==> src/tiem_pkg.sv <==
// Constants and types of the timer interrupt enable mask block.
package tiem_pkg;

   // Number of enable registers.
   localparam int TIEM_NREG = 6;

   // Word index field of the byte address.
   localparam int TIEM_IX_LSB = 2;
   localparam int TIEM_IX_MSB = 4;

   // Byte offsets of the registers.
   localparam logic [4:0] TIEM_OFS_CH0   = 5'h00;
   localparam logic [4:0] TIEM_OFS_CH1   = 5'h04;
   localparam logic [4:0] TIEM_OFS_CH2   = 5'h08;
   localparam logic [4:0] TIEM_OFS_CH3   = 5'h0C;
   localparam logic [4:0] TIEM_OFS_CH45  = 5'h10;
   localparam logic [4:0] TIEM_OFS_CYC   = 5'h14;
   localparam logic [4:0] TIEM_OFS_REQLO = 5'h18;
   localparam logic [4:0] TIEM_OFS_REQHI = 5'h1C;

   // Reset value of every enable register.
   localparam logic [7:0] TIEM_EN_RST = 8'h00;

   // Writable bits of each enable register.
   localparam logic [7:0] TIEM_MASK_CH0  = 8'h1F;
   localparam logic [7:0] TIEM_MASK_CH1  = 8'h7F;
   localparam logic [7:0] TIEM_MASK_CH2  = 8'h07;
   localparam logic [7:0] TIEM_MASK_CH3  = 8'h1F;
   localparam logic [7:0] TIEM_MASK_CH45 = 8'hFF;
   localparam logic [7:0] TIEM_MASK_CYC  = 8'h55;

   // Bit positions used by name.
   localparam int TIEM_B_CH1_WRAP = 6;
   localparam int TIEM_B_CH2_WRAP = 2;
   localparam int TIEM_B_CH3_WRAP = 4;
   localparam int TIEM_B_CH4_WRAP = 7;
   localparam int TIEM_B_CH5_WRAP = 2;
   localparam int TIEM_B_CH6_CYC  = 6;

   // Bus encodings.
   localparam logic [1:0] TIEM_HTRANS_NONSEQ = 2'h2;
   localparam logic [2:0] TIEM_HSIZE_WORD    = 3'h2;

   // Flags in and requests out, each group in its register's bit layout.
   typedef struct packed {
      logic [7:0] cyc;
      logic [7:0] ch45;
      logic [7:0] ch3;
      logic [7:0] ch2;
      logic [7:0] ch1;
      logic [7:0] ch0;
   } tiem_vec_t;

endpackage

==> src/tiem_top.sv <==
// Timer interrupt enable masks with an AHB-Lite register slave.
//
// Summary of operation
// Channel-0 capture enables pass or block flags.
// Channel-0 bit 0 gates capture flag A.
// Channel-1 bit 6 gates overflow request.
// Channel-1 bits 5..0 gate match F..A.
// Channel-2 bit 2 gates overflow request.
// Channel-2 bits 1..0 gate match B, A.
// Channel-3 bit 4 gates overflow request.
// Channel-3 bits 3..0 gate match D..A.
// Shared bit 7 gates channel-4 overflow.
// Shared bits 6..3 gate channel-4 matches.
// Shared bit 2 gates channel-5 overflow.
// Shared bits 1..0 gate channel-5 matches.
// Cycle enables for channels 6..9 at 6,4,2,0.
// Cycle bit 6 gates channel-6 flag.
// All enables start at zero.
// Single reserved bits read zero.
// Reserved bit ranges read zero.
// Request only when flag and enable set.
// Reset or standby clears all enables.
// Channels 7..9 cycle enables pass flags.
// Request is flag AND enable, drops promptly.
`timescale 1ns/1ns

module tiem_top
   import tiem_pkg::*;
(
   input  wire logic        hclk,      // System clock.
   input  wire logic        hresetn,   // Reset, low.
   input  wire logic        standby,   // Standby entry.
   input  wire logic        hsel,      // Slave select.
   input  wire logic [31:0] haddr,     // Address.
   input  wire logic [1:0]  htrans,    // Transfer type.
   input  wire logic        hwrite,    // Write.
   input  wire logic [2:0]  hsize,     // Size.
   input  wire logic [31:0] hwdata,    // Write data.
   input  wire logic        hready,    // Bus ready.
   output logic      [31:0] hrdata,    // Read data.
   output logic             hreadyout, // Slave ready.
   output logic             hresp,     // Response.
   input  wire tiem_vec_t   flags,     // Status flags.
   output tiem_vec_t        irq_req    // Gated requests.
);

   // Writable-bit masks indexed by register.
   localparam logic [7:0] WMASK [TIEM_NREG] = '{
      TIEM_MASK_CH0,
      TIEM_MASK_CH1,
      TIEM_MASK_CH2,
      TIEM_MASK_CH3,
      TIEM_MASK_CH45,
      TIEM_MASK_CYC
   };

   // Word index of an address inside the block.
   function automatic logic [2:0] tiem_ix(
      input logic [31:0] a
   );
      tiem_ix = a[TIEM_IX_MSB:TIEM_IX_LSB];
   endfunction

   // An address hits a word only when aligned and in range.
   function automatic logic tiem_hit(
      input logic [31:0] a
   );
      tiem_hit = (a[31:TIEM_IX_MSB+1] == '0)
         && (a[TIEM_IX_LSB-1:0] == '0);
   endfunction

   // State of the bus slave.
   logic [7:0]  en_r   [TIEM_NREG];
   logic [7:0]  en_nxt [TIEM_NREG];
   logic        wr_pend_r;
   logic        wr_ok_r;
   logic [2:0]  wr_ix_r;
   logic        rd_pend_r;
   logic        rd_ok_r;
   logic [2:0]  rd_ix_r;
   logic [31:0] hrdata_r;
   logic        hreadyout_r;
   tiem_vec_t   req_r;

   // Address phase decode.
   wire acc    = hsel & hready
      & (htrans == TIEM_HTRANS_NONSEQ);
   wire wr_acc = acc & hwrite;
   wire rd_acc = acc & ~hwrite;

   // Word writes and low-lane narrow writes are taken; the rest
   // are ignored with an OKAY answer.
   wire size_ok = (hsize <= TIEM_HSIZE_WORD);
   wire a_hit   = tiem_hit(haddr) & size_ok;
   wire [2:0] a_ix = tiem_ix(haddr);

   // Address phase capture.
   always_ff @(posedge hclk or negedge hresetn) begin
      if (!hresetn) begin
         wr_pend_r <= 1'b0;
         wr_ok_r   <= 1'b0;
         wr_ix_r   <= 3'h0;
      end else if (hready) begin
         wr_pend_r <= wr_acc;
         wr_ok_r   <= a_hit;
         wr_ix_r   <= a_ix;
      end
   end

   // A read holds hready low for one cycle so that hrdata comes
   // straight from a flop and sees any write just before it.
   always_ff @(posedge hclk or negedge hresetn) begin
      if (!hresetn) begin
         rd_pend_r <= 1'b0;
         rd_ok_r   <= 1'b0;
         rd_ix_r   <= 3'h0;
      end else begin
         rd_pend_r <= rd_acc;
         rd_ok_r   <= rd_acc ? a_hit : rd_ok_r;
         rd_ix_r   <= rd_acc ? a_ix : rd_ix_r;
      end
   end

   // Ready drops in the cycle after a read is taken.
   always_ff @(posedge hclk or negedge hresetn) begin
      if (!hresetn) begin
         hreadyout_r <= 1'b1;
      end else begin
         hreadyout_r <= ~rd_acc;
      end
   end

   // Write strobe for each register in the data phase.
   wire wr_go = wr_pend_r & wr_ok_r;

   // Enable registers; reserved bits never store a one, so they
   // read as zero whatever software writes to them.
   genvar gi;
   generate
      for (gi = 0; gi < TIEM_NREG; gi++) begin : g_en
         wire sel = wr_go
            && (wr_ix_r == 3'(gi));
         assign en_nxt[gi] =
            standby ? TIEM_EN_RST :
            sel ? (hwdata[7:0] & WMASK[gi])
                : en_r[gi];
         always_ff @(posedge hclk or negedge hresetn) begin
            if (!hresetn) begin
               en_r[gi] <= TIEM_EN_RST;
            end else begin
               en_r[gi] <= en_nxt[gi];
            end
         end
      end
   endgenerate

   // Enables gathered in the layout of the flag groups.
   tiem_vec_t en_vec;
   assign en_vec = {
      en_r[5],
      en_r[4],
      en_r[3],
      en_r[2],
      en_r[1],
      en_r[0]
   };

   // Every request is its flag ANDed with its enable, so it
   // falls one cycle after either one goes low.
   wire tiem_vec_t req_nxt = flags & en_vec;

   // Requests, all groups in one flop stage.
   always_ff @(posedge hclk or negedge hresetn) begin
      if (!hresetn) begin
         req_r <= '0;
      end else begin
         req_r <= req_nxt;
      end
   end

   // Read words: six enable registers, then two request words.
   logic [31:0] rd_word [8];
   generate
      for (gi = 0; gi < TIEM_NREG; gi++) begin : g_rd
         assign rd_word[gi] = {24'h000000, en_r[gi]};
      end
   endgenerate
   assign rd_word[6] = req_r[31:0];
   assign rd_word[7] = {16'h0000, req_r[47:32]};

   // Unmapped reads return zero.
   wire [31:0] rd_val = rd_ok_r
      ? rd_word[rd_ix_r] : 32'h00000000;

   // Read data flop, loaded in the wait cycle.
   always_ff @(posedge hclk or negedge hresetn) begin
      if (!hresetn) begin
         hrdata_r <= 32'h00000000;
      end else if (rd_pend_r) begin
         hrdata_r <= rd_val;
      end
   end

   // Outputs straight from flops; hresp is tied low.
   assign hrdata    = hrdata_r;
   assign hreadyout = hreadyout_r;
   assign hresp     = 1'b0;
   assign irq_req   = req_r;
endmodule // tiem_top

==> config.mk <==
export PLATFORM = sky130hd
export DESIGN_NAME = tiem_top
export DESIGN_NICKNAME = d
export VERILOG_FILES = /design/src/tiem_pkg.sv /design/src/tiem_top.sv
export SDC_FILE = /design/constraint.sdc
export NUM_CORES = 1
export LEC_CHECK = 0
export ABC_AREA = 1
export BUFFER_PORTS_ARGS = -buffer_cell sky130_fd_sc_hd__buf_4
export CELL_PAD_IN_SITES_DETAIL_PLACEMENT = 1
export CELL_PAD_IN_SITES_GLOBAL_PLACEMENT = 2
export CORE_ASPECT_RATIO = 0.7
export CORE_UTILIZATION = 27
export DETAILED_ROUTE_END_ITERATION = 6
export PLACE_DENSITY = 0.88
export SLEW_MARGIN = 20
export SYNTH_ARGS = -nofsm -noshare
export SYNTH_HDL_FRONTEND = slang
export SYNTH_SLANG_ARGS = --single-unit
==> constraint.sdc <==
create_clock -name hclk -period 2.4 [get_ports hclk]
set_input_delay 0.24 -clock hclk [delete_from_list [all_inputs] [get_ports hclk]]
set_output_delay 0.24 -clock hclk [all_outputs]
set_load 0.1 [all_outputs]
-- Word level (Yosys, flattened, before mapping)
Index checks and enable logic that the tools add are counted.
- flip-flop bits (word level): 139
- logic and storage cells: 70
- output and inout bits: 82
- bits of input ports: 123
- bitwise gates (word level): 10
- $lt $le $gt $ge: 2
- reduce and logical (&&, ||, !) cells: 16
- equal/unequal tests: 6
- multiplexer cells: 16
- operator list (cell ; number):
    32-bit binary-select mux with 3-bit select ; 1
    32-bit two-way mux ; 3
    8-bit two-way mux ; 12
    48-bit AND ; 1
    27-bit zero test ; 1
    2-bit nonzero test ; 6
    1-bit logical AND ; 7
    1-bit AND ; 6
    3-bit by 2-bit equality test with 1-bit output, second input constant ; 2
    3-bit equality test, second input constant ; 2
    4-bit >= comparator, second input constant ; 1
    3-bit inverter with 4-bit output ; 1
    3-bit by 1-bit equality test with 1-bit output, second input constant ; 1
    3-bit by 2-bit less-or-equal comparator with 1-bit output, second input constant ; 1
    3-bit zero test ; 1
    2-bit equality test, second input constant ; 1
    2-bit zero test ; 1
    1-bit inverter ; 2

-- Logic depth before layout (Yosys ltp)
Gate-level depths: netlist of the first run.
- word-level depth: 5
- mapped depth: 7
- depth with buffers taken out: 7

-- Least setup slack after synthesis of the first run
OpenSTA, ideal clock, no wires.
- kind: register to register
- from: register req_r (netlist bit irq_req[38])
- to: register hrdata_r[6] (netlist: hrdata[6])
- required time: 2.333 ns
- buffers on the path: 0
- library setup time: 0.067 ns
- arrival time: 1.327 ns
- period minus slack after synthesis: 1.395 ns
- cell stages (with the launch flop): 5
- setup slack: 1.005 ns
- cells stage by stage: dfrtp_1 nand3_1 a21oi_1 a21oi_1 nand2_1
- cells in the longest elaborated chain, start to end: 4
- RTL lines (what ; RTL line ; RTL):
    start: declaration ; tiem_top.sv:83 ; tiem_vec_t req_r;
    start signal: assignment ; tiem_top.sv:177 ; req_r <= req_nxt;
    32-bit binary-select mux with 3-bit select ; tiem_top.sv:193 ; ? rd_word[rd_ix_r] : 32'h00000000;
    32-bit two-way mux (not written as such) (2 in series) ; tiem_top.sv:193 ;
    32-bit two-way mux ; tiem_top.sv:193 ;
    end signal: assignment ; tiem_top.sv:200 ; hrdata_r <= rd_val;
    end: declaration ; tiem_top.sv:81 ; logic [31:0] hrdata_r;
Every way passes these cells. The select of a mux whose other input is x is not followed.
A chain may end at the register's enable or synchronous reset.

-- Worst setup path after layout of the first run
- from: register rd_ix_r[1]
- to: register hrdata_r[1] (netlist: hrdata[1])
- cells in the longest elaborated chain, start to end: 5
- RTL lines (what ; RTL line ; RTL):
    start: declaration ; tiem_top.sv:80 ; logic [2:0] rd_ix_r;
    start signal: assignment ; tiem_top.sv:120 ; rd_ix_r <= rd_acc ? a_ix : rd_ix_r;
    3-bit inverter with 4-bit output (not written as such) ; tiem_top.sv:193 ;
    32-bit binary-select mux with 3-bit select ; tiem_top.sv:193 ;
    32-bit two-way mux (not written as such) (2 in series) ; tiem_top.sv:193 ;
    32-bit two-way mux ; tiem_top.sv:193 ;
Every way passes these cells. The select of a mux whose other input is x is not followed.

==> results.sh, run 1 <==
export IMPL_status="complete, no violations"
export IMPL_drt_iter0_drc=202
export IMPL_cts_reportedPaths_clkPinSlew_ps=70
export IMPL_achievable_frequency_mhz=601
export IMPL_switchingPower_w=0.00139
export IMPL_rsz0062_at_grt="no"
export IMPL_clock_sinks=98
export IMPL_area_growth_pct=33.8
export IMPL_mostFrequentLayoutCells="196 x nand2_1, 141 x buf_4, 97 x dfrtp_1"
export IMPL_worstRegToRegCells=7
export IMPL_number_of_antenna_cells_inserted=0
export IMPL_chipWidth_um=155
export IMPL_cts_buffer_depth=2
export IMPL_clock_skew_ps=6.42
export IMPL_cp_end_kind="flip-flop"
export IMPL_groute_usage_overall=0.166
export IMPL_holdPathStages=3
export IMPL_report_final_hold_viol_count=0
export IMPL_wl_per_cell_um=15.2
export IMPL_timing_critical_path_mode_cell="nand2_1"
export IMPL_worst_endpoint_arrival_ps=1910
export IMPL_critPathKind="flip-flop to flip-flop"
export IMPL_power_frac_seq=0.433
export IMPL_grt_overflow_total=0
export IMPL_worst_path_cell_chain="inv_2, nand2_1, inv_2, a22oi_1, nand2_1, nand2_1, nand2_1"
export IMPL_crit_path_max_fanout=13
export IMPL_core_area_um2=15800
export IMPL_finalCoreUtilization=0.377
export IMPL_synth_avg_cell_area_um2=8.37
export IMPL_ant_nets=0
export IMPL_timing_critical_path_buf_inv=2
export IMPL_count_of_endpoints_failing_setup_in_the_final_report=0
export IMPL_timing_hold_ws_ps=78.9
export IMPL_met1Wirelength_um=6580
export IMPL_place_hpwl_um=10600
export IMPL_met3_length_um=733
export IMPL_totalNegativeSetupSlack_ps=0
export IMPL_drt_pass1_iter_count=4
export IMPL_synth_cell_type_count=28
export IMPL_drive_above_1_share=0.266
export IMPL_top_level_ports=205
export IMPL_standard_cell_with_the_maximum_stage_delay_on_the_critical_path="dfrtp_1"
export IMPL_grt_antenna_before_repair=0
export IMPL_clock_insertion_delay_at_the_later_pin_of_the_skew_report_ps=350
export IMPL_critical_path_required_ps=2640
export IMPL_combPwrFrac=0.212
export IMPL_total_wirelength_of_the_detailed_routed_design_um=13700
export IMPL_crit_path_start_kind="flip-flop"
export IMPL_ys_seq_elements=98
export IMPL_mostFrequentLayoutCell="nand2_1"
export IMPL_cts_max_level=3
export IMPL_pwr_share_clk=0.356
export IMPL_tritoncts="built"
export IMPL_cts_inserted_buffers=9
export IMPL_max_slew_headroom=0.470
export IMPL_cpLargestDelayFamily="flip-flops"
export IMPL_pins_over_slew_limit=0
export IMPL_max_stage_delay_ps=670
export IMPL_port_buffers=138
export IMPL_initial_core_util=0.281
export IMPL_finalWorstPathRequiredPeriod_ps=1660
export IMPL_grt_first_pass_wirelength_um=21200
export IMPL_fp_dieArea_um2=17000
export IMPL_dr_total_vias=3856
export IMPL_row_count=38
export IMPL_nNetsFinal=795
export IMPL_detail_route_drc_violations=0
export IMPL_fp_dieH_um=109
export IMPL_synth_yosys_warnings=0
export IMPL_power_switching_share=0.330
export IMPL_irDropWorstVdd_v=0.000304
export IMPL_met2WireLength_um=6200
export IMPL_synth_seq_area_share=0.552
export IMPL_drt_vias_per_instance=4.30
export IMPL_gp_routability_congestion=0.786
export IMPL_timing_worst_slew_pin_value_ps=794
export IMPL_cts_root_buf="clkbuf_16"
export IMPL_top_signal_layer_used="met4"
export IMPL_post_cts_setup_buffer_count=0
export IMPL_first_global_vias=4027
export IMPL_total_power_per_unit_cell_area_nw_per_um2=708
export IMPL_worst_hold_path_class="input port to flip-flop"
export IMPL_grt_start_max_net_pins=60
export IMPL_syn_area_um2=4440
export IMPL_postSynthCellCount=531
export IMPL_cp_num_cells=7
export IMPL_fillCellCount=1926
export IMPL_p_leak_nw=3.27
export IMPL_timing_max_cap_violations=0
export IMPL_post_route_period_util=0.693
export IMPL_cts_resized_gates=0
export IMPL_internal_power_w=0.00282
worst min-delay path, stage by stage:
cell and delay (ps):
buf_4 80, nand2_1 40, inv_1 40
kinds of logic (layout without fill, tap and decap cells):
family / Yosys count / after routing / synth area share
AND/OR/NAND/NOR: 272 / 272 / 0.252
multiplexers: 4 / 4 / 0.00901
other: 1 / 26 / 0.000844
flip-flops: 98 / 98 / 0.552
AO/OA/AOI/OAI: 56 / 56 / 0.0724
buffers and inverters: 100 / 221 / 0.113
registers in the layout (all words and copies together) (netlist names):
signal and count:
en_r 32, hrdata 23, hreadyout 1, irq_req 32, rd_ix_r 3, rd_ok_r 1, rd_pend_r 1, wr_ix_r 3
wr_ok_r 1, wr_pend_r 1
per-stage QoR:
step / setup WS (ps) / instances / total power [W] / instance area, um2
6_report: 737 / 897 / 0.00421 / 5950
5_1_grt: 612 / 897 / 0.00437 / 5950
4_1_cts: 748 / 897 / 0.00425 / 5950
3_5_place_dp: 771 / 880 / 0.00274 / 5620
3_3_place_gp: 782 / 880 / 0.00272 / 5620
2_1_floorplan: 1010 / 556 / 0.00247 / 4540
timing repair:
item / 4_1_cts / 5_1_grt
endpoints found under the setup margin: 0 / 0
hold buffers: 1 / 0
hold endpoints to repair: 38 / 0
synthesized netlist by cell type:
library cell / n / area [um2]
a21oi_1: 7 / 35.0
nor3_1: 2 / 10.0
o211ai_1: 2 / 15.0
buf_2: 6 / 30.0
inv_2: 6 / 22.5
inv_1: 56 / 210
a21oi_2: 1 / 8.76
o31ai_2: 1 / 12.5
a21oi_4: 1 / 16.3
conb_1: 1 / 3.75
dfstp_2: 1 / 26.3
mux2i_1: 4 / 40.0
o21ai_0: 21 / 105
nand3_1: 32 / 160
nand2_1: 196 / 736
buf_6: 2 / 22.5
o21ai_1: 19 / 95.1
dfrtp_1: 97 / 2430
nor2_1: 33 / 124
nor2_4: 2 / 22.5
nand2_2: 3 / 18.8
o21ai_2: 3 / 26.3
nor2_8: 1 / 20.0
nor2_2: 2 / 12.5
nand3_4: 1 / 17.5
a22oi_1: 1 / 7.51
buf_4: 28 / 210
clkbuf_1: 2 / 7.51
metal layers:
layer / vias to the layer above / GRT usage
met3: 11 / 0.0394
met5: - / 0
met2: 104 / 0.269
met1: 1873 / 0.224
li1: 1868 / -
met4: 0 / 0.0434
layout make-up:
| type | count | area, um2 | area share |
|---|---|---|---|
| clock buffer | 11 | 253 | 0.0425 |
| clock inverter | 5 | 62.6 | 0.0105 |
| inverter | 62 | 233 | 0.0391 |
| multi-input combinational | 358 | 1580 | 0.266 |
| sequential | 98 | 2450 | 0.413 |
| tap | 220 | 275 | 0.0463 |
| timing repair buffer | 143 | 1090 | 0.183 |
power groups by stage:
stage / clock network, W / logic, W / registers, W
after floorplan: 0 / 0.000482 / 0.00199
after global placement: 0 / 0.000875 / 0.00185
after detailed placement: 0 / 0.000891 / 0.00185
after CTS: 0.00153 / 0.000896 / 0.00182
after global routing: 0.00159 / 0.000953 / 0.00183
final: 0.00150 / 0.000891 / 0.00182
final timing paths:
check | end | start | slack [ps]
max in group asynchronous | en_r[12]$_DFFE_PN0P_ | hresetn | 1270
setup / recovery | hrdata[1]$_DFFE_PN0P_ | rd_ix_r[1]$_DFFE_PN0P_ | 740
hold reg to reg | irq_req[12]$_DFF_PN0_ | en_r[36]$_DFFE_PN0P_ | 470
min in group asynchronous | hrdata[16]$_DFFE_PN0P_ | hresetn | 420
hold / removal | irq_req[35]$_DFF_PN0_ | flags[35] | 80
setup reg to reg | hrdata[1]$_DFFE_PN0P_ | rd_ix_r[1]$_DFFE_PN0P_ | 740
Note: power is estimated with default switching activity, not from simulation.
==> inputs of run 2 (changes only) <==
--- a/config.mk
+++ b/config.mk
@@ -5,14 +5,14 @@
 export SDC_FILE = /design/constraint.sdc
 export NUM_CORES = 1
 export LEC_CHECK = 0
-export ABC_AREA = 1
+export ABC_AREA = 0
 export BUFFER_PORTS_ARGS = -buffer_cell sky130_fd_sc_hd__buf_4
 export CELL_PAD_IN_SITES_DETAIL_PLACEMENT = 1
 export CELL_PAD_IN_SITES_GLOBAL_PLACEMENT = 2
 export CORE_ASPECT_RATIO = 0.7
-export CORE_UTILIZATION = 27
+export CORE_UTILIZATION = 25
 export DETAILED_ROUTE_END_ITERATION = 6
-export PLACE_DENSITY = 0.88
+export PLACE_DENSITY = 0.81
 export SLEW_MARGIN = 20
 export SYNTH_ARGS = -nofsm -noshare
 export SYNTH_HDL_FRONTEND = slang
==> constraint.sdc (replaced) <==
create_clock -name hclk -period 1.5 [get_ports hclk]
set_input_delay 0.15 -clock hclk [delete_from_list [all_inputs] [get_ports hclk]]
set_output_delay 0.15 -clock hclk [all_outputs]
set_load 0.1 [all_outputs]
==> run 2 against run 1 <==
Effect of this change:
- cell area up 1.3%
- sequential power up 51%
- clock skew is 1.0 ps higher
==> results.sh, run 2 <==
export IMPL_worstReg2RegEnd="en_r[13]$_DFFE_PN0P_"
export IMPL_gp_routability_congestion=0.793
export IMPL_cts_max_level=3
export IMPL_cpLargestDelayFamily="flip-flops"
export IMPL_setup_reg_to_reg_worst_slack_ps=60
export IMPL_cts_inserted_buffers=9
export IMPL_detail_route_drc_violations=0
export IMPL_initial_core_util=0.260
export IMPL_grt_antenna_before_repair=0
export IMPL_min_to="hreadyout$_DFF_PN1_"
export IMPL_ys_seq_elements=98
export IMPL_synth_avg_cell_area_um2=11.1
export IMPL_cp_end_kind="flip-flop"
export IMPL_finalCoreUtilization=0.362
export IMPL_fp_dieH_um=112
export IMPL_grt_start_max_net_pins=33
export IMPL_yosysTopAreaCellShare=0.560
export IMPL_crit_path_start_kind="flip-flop"
export IMPL_worst_hold_path_class="input port to flip-flop"
export IMPL_area_growth_pct=39.0
export IMPL_drive_above_1_share=0.365
export IMPL_synth_cell_type_count=37
export IMPL_fillCellCount=1856
export IMPL_synth_top_flop_cell="dfrtp_1"
export IMPL_crit_path_max_fanout=8
export IMPL_top_post_synthesis_cells_by_area="dfrtp_1 56%, mux2i_1 8.8%, buf_4 4.9%, and2_1 4.6%, nor2_1 2.8%"
export IMPL_drt_pass1_iter_count=4
export IMPL_cts_root_buf="clkbuf_16"
export IMPL_mostFrequentLayoutCell="buf_4"
export IMPL_postSynthCellCount=392
export IMPL_total_wirelength_of_the_detailed_routed_design_um=13400
export IMPL_finalWorstPathRequiredPeriod_ps=1440
export IMPL_clock_insertion_delay_at_the_later_pin_of_the_skew_report_ps=350
export IMPL_clock_sinks=98
export IMPL_synth_seq_area_share=0.566
export IMPL_min_from="hwrite"
export IMPL_number_of_antenna_cells_inserted=0
export IMPL_finish_cell_count_without_fillers=779
export IMPL_core_area_um2=16600
export IMPL_timing_critical_path_buf_inv=1
export IMPL_yosys_area_top_type="dfrtp_1"
export IMPL_worstRegToRegCells=4
export IMPL_grt_first_pass_wirelength_um=20800
export IMPL_max_stage_delay_ps=470
export IMPL_rsz0062_at_grt="yes"
export IMPL_postSynth_asyncResetShare=1.00
export IMPL_standard_cell_with_the_maximum_stage_delay_on_the_critical_path="dfrtp_1"
export IMPL_groute_usage_overall=0.155
export IMPL_synth_edff_count=0
export IMPL_port_buffers=138
export IMPL_nNetsFinal=672
export IMPL_count_of_endpoints_failing_setup_in_the_final_report=0
export IMPL_status="complete, no violations"
export IMPL_cts_buffer_depth=2
export IMPL_top_level_ports=205
export IMPL_grt_overflow_total=0
export IMPL_synthMostInstantiatedCell="dfrtp_1"
export IMPL_irDropWorstVdd_v=0.000619
export IMPL_tritoncts="built"
export IMPL_post_synth_most_frequent_cells="97 x dfrtp_1, 38 x mux2i_1, 32 x and2_1, 32 x nor2_1"
export IMPL_post_cts_setup_buffer_count=0
export IMPL_achievable_frequency_mhz=693
export IMPL_reg2reg_from="wr_ix_r[0]$_DFFE_PN0P_"
export IMPL_holdPathStages=3
export IMPL_pins_over_slew_limit=0
export IMPL_clock_skew_ps=7.46
export IMPL_syn_area_um2=4330
export IMPL_post_route_period_util=0.961
export IMPL_cts_reportedPaths_clkPinSlew_ps=70
export IMPL_worst_path_cell_chain="or3_1, buf_4, mux2i_1, nor2_1"
export IMPL_place_hpwl_um=10500
export IMPL_drt_iter0_drc=98
export IMPL_drt_vias_per_instance=4.33
export IMPL_ant_nets=0
export IMPL_dp_cells=760
export IMPL_worst_endpoint_arrival_ps=1660
export IMPL_fp_dieArea_um2=17900
export IMPL_p_leak_nw=2.98
export IMPL_dr_total_vias=3372
export IMPL_timing_max_cap_violations=0
export IMPL_wl_per_cell_um=17.2
export IMPL_mostFrequentLayoutCells="156 x buf_4, 89 x dfrtp_1, 38 x mux2i_1"
export IMPL_first_global_vias=3729
export IMPL_chipWidth_um=159
export IMPL_critPathKind="flip-flop to flip-flop"
export IMPL_report_final_hold_viol_count=0
export IMPL_row_count=39
export IMPL_power_total_w=0.00611
export IMPL_total_power_per_unit_cell_area_nw_per_um2=1010
export IMPL_synth_yosys_warnings=0
export IMPL_critical_path_required_ps=1720
run 2: timing repair:
item | CTS | global route
hold buffers | 3 | 0
setup endpoints to repair | 0 | 11
hold endpoints to repair | 24 | 0
resized for setup | 0 | 5
run 2: how the worst max path moves through the flow:
| stage | slack, ps | end | cells past startpoint | startpoint |
|---|---|---|---|---|
| global route | -2 | hrdata[0]$_DFFE_PN0P_ | 4 | rd_ix_r[0]$_DFFE_PN0P_ |
| detailed placement | 50 | hrdata[3]$_DFFE_PN0P_ | 4 | rd_ix_r[0]$_DFFE_PN0P_ |
| finish | 60 | en_r[13]$_DFFE_PN0P_ | 4 | wr_ix_r[0]$_DFFE_PN0P_ |
| global placement | 80 | hrdata[6]$_DFFE_PN0P_ | 6 | rd_ix_r[0]$_DFFE_PN0P_ |
| floorplan | 90 | hrdata[4]$_DFFE_PN0P_ | 4 | irq_req[36]$_DFF_PN0_ |
| CTS | 30 | hrdata[3]$_DFFE_PN0P_ | 4 | rd_ix_r[0]$_DFFE_PN0P_ |
run 2: logic make-up after synthesis:
kind of cell / Yosys count / share of synthesized area
other: 1 / 0.000865
flip-flops: 98 / 0.566
buffers and inverters: 68 / 0.0895
AND/OR/NAND/NOR: 126 / 0.152
multiplexers: 48 / 0.122
AO/OA/AOI/OAI: 51 / 0.0699
run 2: power by group:
part           total, W  leakage, nW  internal, W  switching, W
Combinational  0.000968         1.48     0.000339      0.000629
Sequential      0.00274         1.34      0.00267     0.0000650
Clock           0.00241        0.152      0.00139       0.00102
run 2: worst reg2reg max path: cells and delay by family, from the launching register on:
kind,cells,cell delay (ps)
muxes,1,180
and+or+nand+nor,2,460
DFF,1,470
buffers and inverters,1,200
run 2: metal layers:
layer  routed length (um)  share of wire  GRT usage  up-vias
li1                     -              -          -     1593
met1                 6240           0.46      0.202     1661
met2                 6360           0.47      0.251      100
met3                  651          0.048     0.0403       18
met4                  185          0.014     0.0526        0
met5                    0              0          0        -
run 2: area by class of cell:
cell class | count | area, um2 | area share
clock buffer | 11 | 253 | 0.0420
sequential | 98 | 2460 | 0.409
tap | 225 | 282 | 0.0467
timing repair buffer | 163 | 1270 | 0.211
clock inverter | 5 | 60.1 | 0.00997
inverter | 26 | 97.6 | 0.0162
multi-input combinational | 251 | 1600 | 0.265
run 2: stage by stage:
step | setup TNS, ps | hold WS [ps] | setup slack [ps] | instance area, um2
after floorplan | 0 | -146 | 88.0 | 4440
after global placement | 0 | 83.4 | 80.1 | 5670
after detailed placement | 0 | 89.2 | 46.9 | 5670
after CTS | 0 | 0.150 | 28.7 | 6010
after global routing | -1.69 | 6.57 | -1.69 | 6020
final | 0 | 6.59 | 57.9 | 6020
==> inputs of run 3 (changes only) <==
--- a/config.mk
+++ b/config.mk
@@ -10,9 +10,10 @@
 export CELL_PAD_IN_SITES_DETAIL_PLACEMENT = 1
 export CELL_PAD_IN_SITES_GLOBAL_PLACEMENT = 2
 export CORE_ASPECT_RATIO = 0.7
-export CORE_UTILIZATION = 25
+export CORE_UTILIZATION = 26
+export CTS_BUF_LIST = sky130_fd_sc_hd__clkbuf_4 sky130_fd_sc_hd__clkbuf_8
 export DETAILED_ROUTE_END_ITERATION = 6
-export PLACE_DENSITY = 0.81
+export PLACE_DENSITY = 0.83
 export SLEW_MARGIN = 20
 export SYNTH_ARGS = -nofsm -noshare
 export SYNTH_HDL_FRONTEND = slang
==> run 3 against run 2 <==
Effect of this change:
- routed wire length increased by 2.1%
- non-clock buffer count increased by 33
- sequential power about the same
- combinational power increased by 8%
- register-to-register slack about the same
- total power decreased by 12%
- cell count increased by 4.2%
- clock power decreased by 33%
- critical path type unchanged
- largest power group unchanged
==> results.sh, run 3 (synthesized netlist as in run 2, its figures left out) <==
export IMPL_drt_pass1_iter_count=4
export IMPL_max_slew_headroom=0.647
export IMPL_port_buffers=138
export IMPL_fp_dieArea_um2=17200
export IMPL_holdPathStages=2
export IMPL_tritoncts="built"
export IMPL_rsz0062_at_grt="no"
export IMPL_critPathKind="flip-flop to flip-flop"
export IMPL_status="complete, no violations"
export IMPL_worstRegToRegCells=4
export IMPL_dr_total_vias=3568
export IMPL_area_growth_pct=43.4
export IMPL_grt_first_pass_wirelength_um=21300
export IMPL_timing_max_cap_violations=0
export IMPL_clock_sinks=98
export IMPL_power_total_w=0.00538
export IMPL_cp_num_cells=4
export IMPL_groute_usage_overall=0.166
export IMPL_cts_inserted_buffers=9
export IMPL_mostFrequentLayoutCell="buf_4"
export IMPL_grt_antenna_before_repair=0
export IMPL_row_count=39
export IMPL_first_global_vias=3968
export IMPL_cts_max_level=3
export IMPL_drt_vias_per_instance=4.39
export IMPL_worst_path_cell_chain="buf_12, mux2_2, a221oi_1, o32ai_1"
export IMPL_reg2reg_from="rd_ix_r[0]$_DFFE_PN0P_"
export IMPL_timing_hold_ws_ps=16.0
export IMPL_worst_hold_path_class="input port to flip-flop"
export IMPL_timing_worst_slew_pin_value_ps=529
export IMPL_fp_dieH_um=110
export IMPL_initial_core_util=0.266
export IMPL_drive_above_1_share=0.350
export IMPL_cts_buffer_depth=2
export IMPL_min_to="irq_req[11]$_DFF_PN0_"
export IMPL_clock_skew_ps=11.9
export IMPL_nNetsFinal=705
export IMPL_total_wirelength_of_the_detailed_routed_design_um=13700
export IMPL_core_area_um2=16300
export IMPL_ant_nets=0
export IMPL_total_power_per_unit_cell_area_nw_per_um2=866
export IMPL_max_stage_delay_ps=400
export IMPL_critical_path_required_ps=1750
export IMPL_place_hpwl_um=10600
export IMPL_report_final_hold_viol_count=0
export IMPL_drt_iter0_drc=129
export IMPL_irDropWorstVdd_v=0.000458
export IMPL_cpLargestDelayFamily="flip-flops"
export IMPL_mostFrequentLayoutCells="160 x buf_4, 89 x dfrtp_1, 38 x mux2i_1"
export IMPL_standard_cell_with_the_maximum_stage_delay_on_the_critical_path="dfrtp_1"
export IMPL_clock_insertion_delay_at_the_later_pin_of_the_skew_report_ps=370
export IMPL_gp_routability_congestion=0.828
export IMPL_top_level_ports=205
export IMPL_achievable_frequency_mhz=699
export IMPL_detail_route_drc_violations=0
export IMPL_setup_reg_to_reg_worst_slack_ps=70
export IMPL_grt_overflow_total=0
export IMPL_p_leak_nw=3.06
export IMPL_post_route_period_util=0.953
export IMPL_wl_per_cell_um=16.9
export IMPL_crit_path_start_kind="flip-flop"
export IMPL_fillCellCount=1896
export IMPL_chipWidth_um=156
export IMPL_worst_endpoint_arrival_ps=1680
export IMPL_grt_start_max_net_pins=36
export IMPL_timing_critical_path_buf_inv=1
export IMPL_min_from="flags[11]"
export IMPL_worstReg2RegEnd="hrdata[3]$_DFFE_PN0P_"
export IMPL_cts_root_buf="clkbuf_8"
export IMPL_pins_over_slew_limit=0
export IMPL_crit_path_max_fanout=17
export IMPL_count_of_endpoints_failing_setup_in_the_final_report=0
export IMPL_cts_reportedPaths_clkPinSlew_ps=100
export IMPL_finalWorstPathRequiredPeriod_ps=1430
export IMPL_cp_end_kind="flip-flop"
run 3: through the flow:
step           setup WS (ps)  instance area (um2)  utilization  setup TNS, ps  instances
2_1_floorplan           88.0                 4440            -              0        417
3_3_place_gp            40.5                 5720        0.351              0        765
4_1_cts                 58.9                 6190        0.380              0        810
3_5_place_dp           -39.9                 5720        0.351           -191        765
6_report                70.2                 6210        0.381              0        812
5_1_grt                 3.57                 6210        0.381              0        811
run 3: how the worst max path moves through the flow:
stage                            from  slack, ps                      to
2_1_floorplan   irq_req[36]$_DFF_PN0_         90   hrdata[4]$_DFFE_PN0P_
3_3_place_gp   rd_ix_r[2]$_DFFE_PN0P_         40  hrdata[27]$_DFFE_PN0P_
3_5_place_dp   rd_ix_r[2]$_DFFE_PN0P_        -40  hrdata[25]$_DFFE_PN0P_
4_1_cts         wr_pend_r$_DFFE_PN0P_         60    en_r[11]$_DFFE_PN0P_
5_1_grt         wr_pend_r$_DFFE_PN0P_          4    en_r[11]$_DFFE_PN0P_
6_report       rd_ix_r[0]$_DFFE_PN0P_         70   hrdata[3]$_DFFE_PN0P_
run 3: final cells by class:
type / count / area, um2 / share of cell area
diodes: 1 / 2.50 / 0.000403
clock inverters: 2 / 16.3 / 0.00262
multi-input cells: 251 / 1590 / 0.256
clock buffers: 13 / 160 / 0.0258
well taps: 225 / 282 / 0.0453
inverters: 26 / 97.6 / 0.0157
repair buffers: 196 / 1600 / 0.258
flip-flops and latches: 98 / 2460 / 0.396
run 3: where the power goes:
part	internal [W]	switching (W)	total (W)
clock	0.000701	0.000908	0.00161
sequential	0.00267	0.0000535	0.00272
combinational	0.000402	0.000646	0.00105
total	0.00377	0.00161	0.00538
run 3: timing repair:
| item | 4_1_cts | 5_1_grt |
|---|---|---|
| hold buffers | 30 | 1 |
| hold endpoints to repair | 59 | 1 |
| buffers inserted | 0 | 0 |
| cloned | 0 | 0 |
| endpoints found under the setup margin | 9 | 7 |
| gates resized for setup | 1 | 3 |
run 3: routing by layer:
| layer | vias up | part of all wire | global-route usage |
|---|---|---|---|
| li1 | 1653 | - | - |
| met4 | 0 | 0.0068 | 0.0399 |
| met2 | 92 | 0.49 | 0.287 |
| met5 | - | 0 | 0 |
| met3 | 8 | 0.052 | 0.0360 |
| met1 | 1815 | 0.45 | 0.212 |
